File: src/design/sarcc_defines.vh
// Constants for the successive-approximation converter control block.
// Assumes one 10 MHz system clock and a plain address/strobe register port.
// ------------------------------------------------------------------
// Summary of operation
// [RQ1] Completion loads result, clears busy, sets flag
// [RQ2] Result register holds contents across resets
// [RQ3] Conversion lasts nine and a half bit periods
// [RQ4] Clock select picks 2, 8, 32 or RC
// [RQ5] Software keeps bit period at least 1.6 us
// [RQ6] Software waits two bit periods before acquiring
// [RQ7] Software allows acquisition time before any start
// [RQ8] Hold capacitor disconnects when conversion begins
// [RQ9] Software never starts in the enabling write
// [RQ10] Mode 1011 trigger starts conversion, clears timer
// [RQ11] Disabled converter ignores trigger, timer still cleared
// [RQ12] Analog pins read as zero on port
// [RQ13] Output-driven selected pin converts its own level
// [RQ14] Channel and direction bits never block sequencing
// [RQ15] Pin config plus direction set pin roles
// [RQ16] Software arms flag and enables before starting
// [RQ17] Software polls busy bit or waits flag
// [RQ18] Internal RC bit period typically 4 us
// [RQ19] Reset turns module off, aborts conversion
// [RQ20] Channel codes 000 to 011 only valid
// [RQ21] Busy bit reads one throughout a conversion
// ------------------------------------------------------------------
`ifndef SARCC_DEFINES_VH
`define SARCC_DEFINES_VH

// ------------------------------------------------------------------
// Register offsets
// ------------------------------------------------------------------
`define SARCC_OFS_PORT_A_PINS 8'h05
`define SARCC_OFS_IRQ_CONTROL 8'h0B
`define SARCC_OFS_IRQ_CONTROL_HI 8'h8B
`define SARCC_OFS_PERIPH_FLAGS 8'h0C
`define SARCC_OFS_CONV_RESULT 8'h1E
`define SARCC_OFS_CONV_CONTROL 8'h1F
`define SARCC_OFS_PORT_A_DIR 8'h85
`define SARCC_OFS_PERIPH_ENABLES 8'h8C
`define SARCC_OFS_PIN_CONFIG 8'h9F

// ------------------------------------------------------------------
// Reset values and writable masks
// ------------------------------------------------------------------
`define SARCC_RST_ZERO 8'h00
`define SARCC_RST_PORT_A_DIR 8'h1F
`define SARCC_MASK_PORT_A 8'h1F
`define SARCC_MASK_FLAGS 8'h47
`define SARCC_MASK_CONTROL 8'hFD
`define SARCC_MASK_PIN_CONFIG 8'h07

// ------------------------------------------------------------------
// Field positions
// ------------------------------------------------------------------
`define SARCC_CTL_CLKSEL_HI 7
`define SARCC_CTL_CLKSEL_LO 6
`define SARCC_CTL_CHAN_HI 5
`define SARCC_CTL_CHAN_LO 3
`define SARCC_CTL_GO 2
`define SARCC_CTL_ON 0
`define SARCC_FLAG_CONV 6
`define SARCC_CCU_MODE_TRIGGER 4'hB

// ------------------------------------------------------------------
// Timing
// ------------------------------------------------------------------
`define SARCC_SYS_CLK_NS 100
`define SARCC_RC_TAD_NS 4000
`define SARCC_HALF_TADS 5'h13
`define SARCC_SAMPLE_HALVES 5'h03
`define SARCC_HALF_DIV_2 8'h01
`define SARCC_HALF_DIV_8 8'h04
`define SARCC_HALF_DIV_32 8'h10

`endif

File: src/design/sarcc_tad_gen.v
// Bit-period generator: one-cycle pulse every half bit period.
// Assumes the oscillator period equals the system clock period.
`timescale 1ns/1ps
`include "sarcc_defines.vh"

module sarcc_tad_gen #(
  parameter RC_TAD_NS = `SARCC_RC_TAD_NS
) (
  // Clock and reset
  input wire clk,
  input wire resetn,
  // Control
  input wire run,
  input wire [1:0] clk_sel,
  // Half bit period pulse
  output reg half_tick
);

  // Half of the internal RC period in system cycles, rounded down
  localparam integer RC_HALF = RC_TAD_NS / (2 * `SARCC_SYS_CLK_NS);
  localparam [7:0] RC_HALF_DIV = RC_HALF[7:0];

  reg [7:0] cnt_reg;
  reg [7:0] div_len;

  // Divide ratio per select code
  always @* begin
    case (clk_sel)
      2'b00: div_len = `SARCC_HALF_DIV_2; // RQ4
      2'b01: div_len = `SARCC_HALF_DIV_8; // RQ4
      2'b10: div_len = `SARCC_HALF_DIV_32; // RQ4
      default: div_len = RC_HALF_DIV; // RQ18
    endcase
  end

  // Counter restarts when idle so every conversion starts aligned
  always @(posedge clk or negedge resetn) begin
    if (!resetn) begin
      cnt_reg <= 8'h00;
      half_tick <= 1'b0;
    end else if (!run) begin
      cnt_reg <= 8'h00;
      half_tick <= 1'b0;
    end else if (cnt_reg + 8'h01 >= div_len) begin
      cnt_reg <= 8'h00;
      half_tick <= 1'b1;
    end else begin
      cnt_reg <= cnt_reg + 8'h01;
      half_tick <= 1'b0;
    end
  end

endmodule // sarcc_tad_gen

File: src/design/sarcc_top.v
// Converter control: registers, port A pin roles, conversion sequencer.
// Assumes comparator and pins are asynchronous; trigger is on SYS_CLK.
//
// Decided for this implementation: the address-and-strobe port.
`timescale 1ns/1ps
`include "sarcc_defines.vh"

module sarcc_top #(
  parameter RC_TAD_NS = `SARCC_RC_TAD_NS
) (
  // Clock and reset
  input wire SYS_CLK,
  input wire RESETN,
  // Register port
  input wire [7:0] ADDR,
  input wire [7:0] WDATA,
  input wire WR,
  input wire RD,
  output reg [7:0] RDATA,
  // Port A pins
  input wire [4:0] PA_IN,
  output reg [4:0] PA_OUT,
  output reg [4:0] PA_OE,
  // Analog front end
  input wire COMP_IN,
  output reg [7:0] DAC_CODE,
  output reg [1:0] CHAN_SEL,
  output reg HOLD_CONNECT,
  output reg [3:0] ANALOG_EN,
  output reg VREF_EXT,
  // Capture/compare trigger and timer
  input wire CCU_TRIGGER,
  input wire [3:0] CCU_MODE,
  output reg TIMER_CLEAR
);

  // ------------------------------------------------------------------
  // Helper functions
  // ------------------------------------------------------------------

  // Analog mask for AN3..AN0 per pin config code
  function [3:0] analog_mask;
    input [2:0] cfg;
    begin
      case (cfg)
        3'h0: analog_mask = 4'hF;
        3'h1: analog_mask = 4'h7;
        3'h2: analog_mask = 4'h3;
        3'h3: analog_mask = 4'h3;
        3'h4: analog_mask = 4'h1;
        3'h5: analog_mask = 4'h1;
        default: analog_mask = 4'h0;
      endcase
    end
  endfunction

  // Codes using the pin three as external reference
  function ext_ref;
    input [2:0] cfg;
    begin
      ext_ref = (cfg == 3'h1) || (cfg == 3'h3) || (cfg == 3'h5);
    end
  endfunction

  // Write data with the non-writable bits forced to zero
  function [7:0] masked;
    input [7:0] data;
    input [7:0] mask;
    begin
      masked = data & mask;
    end
  endfunction

  // ------------------------------------------------------------------
  // Declarations
  // ------------------------------------------------------------------
  localparam ST_IDLE = 1'b0;
  localparam ST_CONV = 1'b1;

  reg [7:0] port_latch_reg;
  reg [7:0] port_a_direction_reg;
  reg [7:0] interrupt_control_reg;
  reg [7:0] peripheral_irq_flags_reg;
  reg [7:0] peripheral_irq_enables_reg;
  reg [7:0] converter_control_reg;
  reg [7:0] analog_pin_config_reg;
  reg [7:0] conversion_result_reg;
  reg state_reg;
  reg [4:0] half_cnt_reg;
  reg [7:0] sar_reg;
  reg [7:0] bit_mask_reg;
  reg [4:0] pa_meta_reg;
  reg [4:0] pa_sync_reg;
  reg comp_meta_reg;
  reg comp_sync_reg;

  reg state_next;
  reg [4:0] half_cnt_next;
  reg [7:0] sar_next;
  reg [7:0] bit_mask_next;
  reg [7:0] rdata_next;
  reg decide;
  reg comp_eff;
  reg done;

  wire half_tick;
  wire wr_ctl;
  wire conv_on;
  wire trig_match;
  wire sw_start;
  wire hw_start;
  wire start;
  wire [3:0] amask;
  wire [1:0] chan;
  wire chan_valid;
  wire pin_is_out;
  wire [4:0] port_read;

  // ------------------------------------------------------------------
  // Input synchronisers
  // ------------------------------------------------------------------

  // Pins and comparator are asynchronous to SYS_CLK
  always @(posedge SYS_CLK or negedge RESETN) begin
    if (!RESETN) begin
      pa_meta_reg <= 5'h00;
      pa_sync_reg <= 5'h00;
      comp_meta_reg <= 1'b0;
      comp_sync_reg <= 1'b0;
    end else begin
      pa_meta_reg <= PA_IN;
      pa_sync_reg <= pa_meta_reg;
      comp_meta_reg <= COMP_IN;
      comp_sync_reg <= comp_meta_reg;
    end
  end

  // ------------------------------------------------------------------
  // Start and trigger decode
  // ------------------------------------------------------------------

  assign wr_ctl = WR && (ADDR == `SARCC_OFS_CONV_CONTROL);
  assign conv_on = converter_control_reg[`SARCC_CTL_ON];
  // Only an already enabled converter starts from software
  assign sw_start = wr_ctl && WDATA[`SARCC_CTL_GO] && conv_on && WDATA[`SARCC_CTL_ON]; // RQ9
  assign trig_match = CCU_TRIGGER && (CCU_MODE == `SARCC_CCU_MODE_TRIGGER);
  assign hw_start = trig_match && conv_on; // RQ10 RQ11
  assign start = (state_reg == ST_IDLE) && (sw_start || hw_start);

  // Channel and pin roles
  assign chan = converter_control_reg[`SARCC_CTL_CHAN_LO + 1:`SARCC_CTL_CHAN_LO];
  assign chan_valid = !converter_control_reg[`SARCC_CTL_CHAN_HI]; // RQ20
  assign pin_is_out = chan_valid && !port_a_direction_reg[chan]; // RQ13
  assign amask = analog_mask(analog_pin_config_reg[2:0]) & port_a_direction_reg[3:0]; // RQ15
  assign port_read = pa_sync_reg & ~{1'b0, amask}; // RQ12

  // ------------------------------------------------------------------
  // Bit period generator
  // ------------------------------------------------------------------

  sarcc_tad_gen #(
    .RC_TAD_NS(RC_TAD_NS)
  ) u_tad_gen (
    .clk(SYS_CLK),
    .resetn(RESETN),
    .run(state_reg == ST_CONV),
    .clk_sel(converter_control_reg[`SARCC_CTL_CLKSEL_HI:`SARCC_CTL_CLKSEL_LO]),
    .half_tick(half_tick)
  );

  // ------------------------------------------------------------------
  // Conversion sequencer
  // ------------------------------------------------------------------

  // Sample for 1.5 periods, then one decision per full period
  always @* begin
    state_next = state_reg;
    half_cnt_next = half_cnt_reg;
    sar_next = sar_reg;
    bit_mask_next = bit_mask_reg;
    done = 1'b0;
    // Output-driven pin converts its own latch level
    comp_eff = pin_is_out ? port_latch_reg[chan] : comp_sync_reg; // RQ13
    decide = half_tick && (half_cnt_reg > `SARCC_SAMPLE_HALVES) && !half_cnt_reg[0];
    case (state_reg)
      ST_IDLE: begin
        if (start) begin
          state_next = ST_CONV; // RQ14
          half_cnt_next = 5'h00;
          sar_next = 8'h00;
          bit_mask_next = 8'h80;
        end
      end
      ST_CONV: begin
        if (!conv_on) begin
          state_next = ST_IDLE;
        end else if (half_tick) begin
          half_cnt_next = half_cnt_reg + 5'h01;
          if (decide) begin
            sar_next = comp_eff ? (sar_reg | bit_mask_reg) : sar_reg;
            bit_mask_next = {1'b0, bit_mask_reg[7:1]};
          end
          if (half_cnt_reg + 5'h01 == `SARCC_HALF_TADS) begin
            state_next = ST_IDLE; // RQ3
            done = 1'b1;
          end
        end
      end
      default: begin
        state_next = ST_IDLE;
      end
    endcase
  end

  // Sequencer state; reset aborts any conversion
  always @(posedge SYS_CLK or negedge RESETN) begin
    if (!RESETN) begin
      state_reg <= ST_IDLE; // RQ19
      half_cnt_reg <= 5'h00;
      sar_reg <= 8'h00;
      bit_mask_reg <= 8'h00;
    end else begin
      state_reg <= state_next;
      half_cnt_reg <= half_cnt_next;
      sar_reg <= sar_next;
      bit_mask_reg <= bit_mask_next;
    end
  end

  // Result has no reset so it survives every reset
  always @(posedge SYS_CLK) begin
    if (done) begin
      conversion_result_reg <= sar_next; // RQ1 RQ2
    end
  end

  // ------------------------------------------------------------------
  // Register writes
  // ------------------------------------------------------------------

  // Control register; hardware owns the busy bit
  always @(posedge SYS_CLK or negedge RESETN) begin
    if (!RESETN) begin
      converter_control_reg <= `SARCC_RST_ZERO; // RQ19
    end else begin
      if (wr_ctl) begin
        converter_control_reg <= masked(WDATA, `SARCC_MASK_CONTROL);
        // Busy cannot be cleared by software mid conversion
        converter_control_reg[`SARCC_CTL_GO] <= (state_reg == ST_CONV) || start; // RQ21
      end else if (start) begin
        converter_control_reg[`SARCC_CTL_GO] <= 1'b1; // RQ10
      end else if (done || state_next == ST_IDLE) begin
        converter_control_reg[`SARCC_CTL_GO] <= 1'b0; // RQ1
      end
    end
  end

  // Flag register; completion wins over a clearing write
  always @(posedge SYS_CLK or negedge RESETN) begin
    if (!RESETN) begin
      peripheral_irq_flags_reg <= `SARCC_RST_ZERO;
    end else begin
      if (WR && ADDR == `SARCC_OFS_PERIPH_FLAGS) begin
        peripheral_irq_flags_reg <= masked(WDATA, `SARCC_MASK_FLAGS);
      end
      if (done) begin
        peripheral_irq_flags_reg[`SARCC_FLAG_CONV] <= 1'b1; // RQ1
      end
    end
  end

  // Plain storage registers
  always @(posedge SYS_CLK or negedge RESETN) begin
    if (!RESETN) begin
      port_latch_reg <= `SARCC_RST_ZERO;
      port_a_direction_reg <= `SARCC_RST_PORT_A_DIR;
      interrupt_control_reg <= `SARCC_RST_ZERO;
      peripheral_irq_enables_reg <= `SARCC_RST_ZERO;
      analog_pin_config_reg <= `SARCC_RST_ZERO; // RQ19
    end else if (WR) begin
      case (ADDR)
        `SARCC_OFS_PORT_A_PINS: begin
          port_latch_reg <= masked(WDATA, `SARCC_MASK_PORT_A);
        end
        `SARCC_OFS_PORT_A_DIR: begin
          port_a_direction_reg <= masked(WDATA, `SARCC_MASK_PORT_A);
        end
        `SARCC_OFS_IRQ_CONTROL, `SARCC_OFS_IRQ_CONTROL_HI: begin
          interrupt_control_reg <= WDATA;
        end
        `SARCC_OFS_PERIPH_ENABLES: begin
          peripheral_irq_enables_reg <= masked(WDATA, `SARCC_MASK_FLAGS);
        end
        `SARCC_OFS_PIN_CONFIG: begin
          analog_pin_config_reg <= masked(WDATA, `SARCC_MASK_PIN_CONFIG);
        end
        default: begin
        end
      endcase
    end
  end

  // ------------------------------------------------------------------
  // Register reads
  // ------------------------------------------------------------------

  // Read mux; unmapped addresses read as zero
  always @* begin
    case (ADDR)
      `SARCC_OFS_PORT_A_PINS: rdata_next = {3'h0, port_read}; // RQ12
      `SARCC_OFS_IRQ_CONTROL: rdata_next = interrupt_control_reg;
      `SARCC_OFS_IRQ_CONTROL_HI: rdata_next = interrupt_control_reg;
      `SARCC_OFS_PERIPH_FLAGS: rdata_next = peripheral_irq_flags_reg;
      `SARCC_OFS_CONV_RESULT: rdata_next = conversion_result_reg;
      `SARCC_OFS_CONV_CONTROL: rdata_next = converter_control_reg;
      `SARCC_OFS_PORT_A_DIR: rdata_next = port_a_direction_reg;
      `SARCC_OFS_PERIPH_ENABLES: rdata_next = peripheral_irq_enables_reg;
      `SARCC_OFS_PIN_CONFIG: rdata_next = analog_pin_config_reg;
      default: rdata_next = 8'h00;
    endcase
  end

  // Read data stands only in the cycle after the strobe
  always @(posedge SYS_CLK or negedge RESETN) begin
    if (!RESETN) begin
      RDATA <= 8'h00;
    end else if (RD) begin
      RDATA <= rdata_next;
    end else begin
      RDATA <= 8'h00;
    end
  end

  // ------------------------------------------------------------------
  // Registered outputs
  // ------------------------------------------------------------------

  // Pin drive, hold switch and converter front-end controls
  always @(posedge SYS_CLK or negedge RESETN) begin
    if (!RESETN) begin
      PA_OUT <= 5'h00;
      PA_OE <= 5'h00;
      DAC_CODE <= 8'h00;
      CHAN_SEL <= 2'h0;
      HOLD_CONNECT <= 1'b0;
      ANALOG_EN <= 4'h0;
      VREF_EXT <= 1'b0;
      TIMER_CLEAR <= 1'b0;
    end else begin
      PA_OUT <= port_latch_reg[4:0];
      PA_OE <= ~port_a_direction_reg[4:0];
      DAC_CODE <= sar_next | bit_mask_next;
      CHAN_SEL <= chan;
      // Hold capacitor tracks only while on and idle
      HOLD_CONNECT <= conv_on && chan_valid && (state_next == ST_IDLE); // RQ8
      ANALOG_EN <= amask; // RQ15
      VREF_EXT <= ext_ref(analog_pin_config_reg[2:0]) && port_a_direction_reg[3];
      // Timer cleared on every matching trigger, enabled or not
      TIMER_CLEAR <= trig_match; // RQ10 RQ11
    end
  end

endmodule // sarcc_top

File: config.mk
export PLATFORM = sky130hd
export DESIGN_NAME = sarcc_top
export DESIGN_NICKNAME = d
export VERILOG_FILES = /design/src/design/sarcc_tad_gen.v /design/src/design/sarcc_top.v
export VERILOG_INCLUDE_DIRS = /design/src /design/src/design
export SDC_FILE = /design/constraint.sdc
export NUM_CORES = 1
export LEC_CHECK = 0
export BUFFER_PORTS_ARGS = -buffer_cell sky130_fd_sc_hd__buf_2
export CORE_MARGIN = 3
export CORE_UTILIZATION = 45
export DETAILED_ROUTE_END_ITERATION = 16
export PLACE_DENSITY = 0.73
export RECOVER_POWER = 25
export REMOVE_ABC_BUFFERS = 1
export SETUP_SLACK_MARGIN = 0.2
export SYNTH_ARGS = -nofsm -noshare
export SYNTH_HDL_FRONTEND = slang
export SYNTH_SLANG_ARGS = --single-unit
File: constraint.sdc
create_clock -name SYS_CLK -period 2.4 [get_ports SYS_CLK]
set_input_delay 0.12 -clock SYS_CLK [delete_from_list [all_inputs] [get_ports SYS_CLK]]
set_output_delay 0.12 -clock SYS_CLK [all_outputs]
set_load 0.05 [all_outputs]
==> reports/results.ini <==
[logic_synthesis]
synth_top_area_share_pct = 54.6
yosysSeqAreaShare_pct = 62.0
netlist-cell-type-count = 56
netlist_instances = 404
ys_seq_elements = 122
synth_edf_count = 8
syn-mean-instance-area_um2 = 12.4
ys_top_cells_by_area = dfrtp_1, mux2_2, edfxtp_1
ys_top_cells_by_count = dfrtp_1, nand2_1, a21oi_1
syn-cell-area_um2 = 5000
yosys_warnings = 0
ys.flop_type = dfrtp_1
async_flop_share_pct = 93.4
yosysTopAreaCell = dfrtp_1
synth_most_common_cell = dfrtp_1

[sta]
worst_slew_pin_slew_ns = 1.90
min_period_ns = 2.15
fmax_ghz = 0.465
skew_ns = 0.00950
hold_viol = 0
fin_crit_sh_pct = 89.6
setup_violations = 0
rsz0062_at_grt = false
slew_violations = 34
slew_headroom_pct = -26.6
final.setup.tns_ns = 0
setup_slack_ns = 0.249

[critical_path]
path_class = reg2reg
startpoint_type = flop
cp_top_family = multiplexers
cpMaxStageDelayCell = mux4_2
critPathMaxFanout = 16
path_cells = clkbuf_1, mux4_2, mux2_2, a32o_1
crit_path_end_kind = flop
crit_arrival_ns = 2.40
critPathMaxStageDelay_ns = 0.54
path_buf_inv = 1
critPathRequiredTime_ns = 2.65

[placed_design]
hpwl_um = 7350
gp_congestion = 0.915
port_buffers = 65
pre_cts_slack_ns = 0.268
post_dp_cell_area_um2 = 5550

[drt]
drtPass1Iterations = 6
vias_per_cell = 5.50
drc = 0
drt_iter0_markers = 210
wirelength_um = 10800
postRouteAntennaNets = 0
wl_per_cell_um = 16.6
vias = 3594

[global_route]
grt_usage_pct = 18.3
grt.overflow.total = 0
grt_pass1_vias = 3642
grt_max_degree = 82
grt_pass1_wl_um = 18400
antenna_found_initial = 0

[power_and_ir_drop]
p_leak_uw = 0.00301
ir_drop_v = 0.000487
power_density_nw_per_um2 = 988

[cts]
numCtsBuffers = 17
clockBufferDepth = 2
cts_setup_buffers = 0
clk_pin_slew_worst_paths_ns = 0.06
clock-sinks = 122
cts_root_buf = clkbuf_8
h-tree-depth = 4
insertion_delay_ns = 0.51
cts_tree = yes

[finish]
area_growth_pct = 26.3
num_antenna_cells = 0
final_net_count = 542
final_core_util_pct = 59.8
design_area_um2 = 6310
drive_gt1_share_pct = 26.6

[hold_path]
holdCritPathClass = in2reg

[outcome]
failed_checks = max-capacitance violations, max-slew violations
outcome = finished with violations

[die]
initial_core_util_pct = 47.4
row_count = 37
die_area_um2 = 12400
die_y_um = 111
die_w_um = 111
io_pins = 66
core_um2 = 10600

[flow_run]
cap_violations = 1

[layout make-up]
class,instances,area [um2]
timing repair buffer,95,599
sequential,122,3100
clock buffer,25,505
multi-input combinational,255,1800
inverter,14,52.6
tap,136,170
clock inverter,7,87.6
fill,832,4240
[through the flow]
step | hold slack (ns) | std cells | total power, uW
3_3_place_gp | 0.0973 | 605 | 3730
2_1_floorplan | -0.176 | 391 | 3380
4_1_cts | 0.0158 | 654 | 6290
3_5_place_dp | 0.0979 | 605 | 3750
5_1_grt | 0.0330 | 654 | 6540
6_report | 0.0247 | 654 | 6240
[cell families after synthesis]
group / share of synthesized area [%]
other: 0.0750
AO/OA/AOI/OAI: 13.2
XOR/XNOR: 0.526
multiplexers: 7.61
AND/OR/NAND/NOR: 12.5
buffers and inverters: 2.50
adder cells (fa/ha/maj): 1.50
flip-flops: 62.0
[final timing paths]
kind                                     startpoint                  endpoint  slack, ns  depth (start not counted)
min in group asynchronous                    RESETN            pa_sync_reg[0]       0.68                          2
max in group asynchronous                    RESETN   port_a_direction_reg[1]       0.51                          3
max                        converter_control_reg[3]  conversion_result_reg[6]       0.25                          4
min reg2reg                          pa_meta_reg[3]            pa_sync_reg[3]       0.35                          0
max reg2reg                converter_control_reg[3]  conversion_result_reg[6]       0.25                          4
min                                     CCU_MODE[3]               TIMER_CLEAR       0.02                          3
[worst min-delay path, stage by stage]
cell and delay [ns]:
buf_2 0.10, nand4_1 0.19, inv_1 0.06
[layer usage]
metal  vias up  track usage, %  wire length (um)
li1       1680               -                 -
met5         -               0                 0
met1      1821            25.5              4920
met4         0            4.87                76
met2        86            29.3              5340
met3         7            4.29               511
[cells in the final DEF, fill, tap and decap left out, types with 8 or more instances in the layout]
master / netlist / routed
nor3_1: 10 / 9
a32o_1: 11 / 11
clkbuf_16: 0 / 17
dlygate4sd3_1: 0 / 17
o21ai_0: 15 / 15
nand2_1: 46 / 46
dfrtp_1: 109 / 109
a22oi_1: 10 / 10
a21oi_1: 32 / 32
and3_1: 10 / 10
edfxtp_1: 8 / 8
nor2_1: 11 / 10
buf_4: 0 / 11
buf_2: 7 / 63
inv_1: 14 / 14
mux2_2: 23 / 23
[report_power, final]
part | internal (uW) | total [uW] | switching [uW]
Combinational | 390 | 1130 | 741
Sequential | 2400 | 2620 | 225
Clock | 1640 | 2490 | 846
[what timing repair did]
item,4_1_cts,5_1_grt
endpoints found under the hold margin,66,0
hold buffers,17,0
resized for setup,0,2
setup endpoints to repair,0,8
Power figures use the tool's default switching activity.
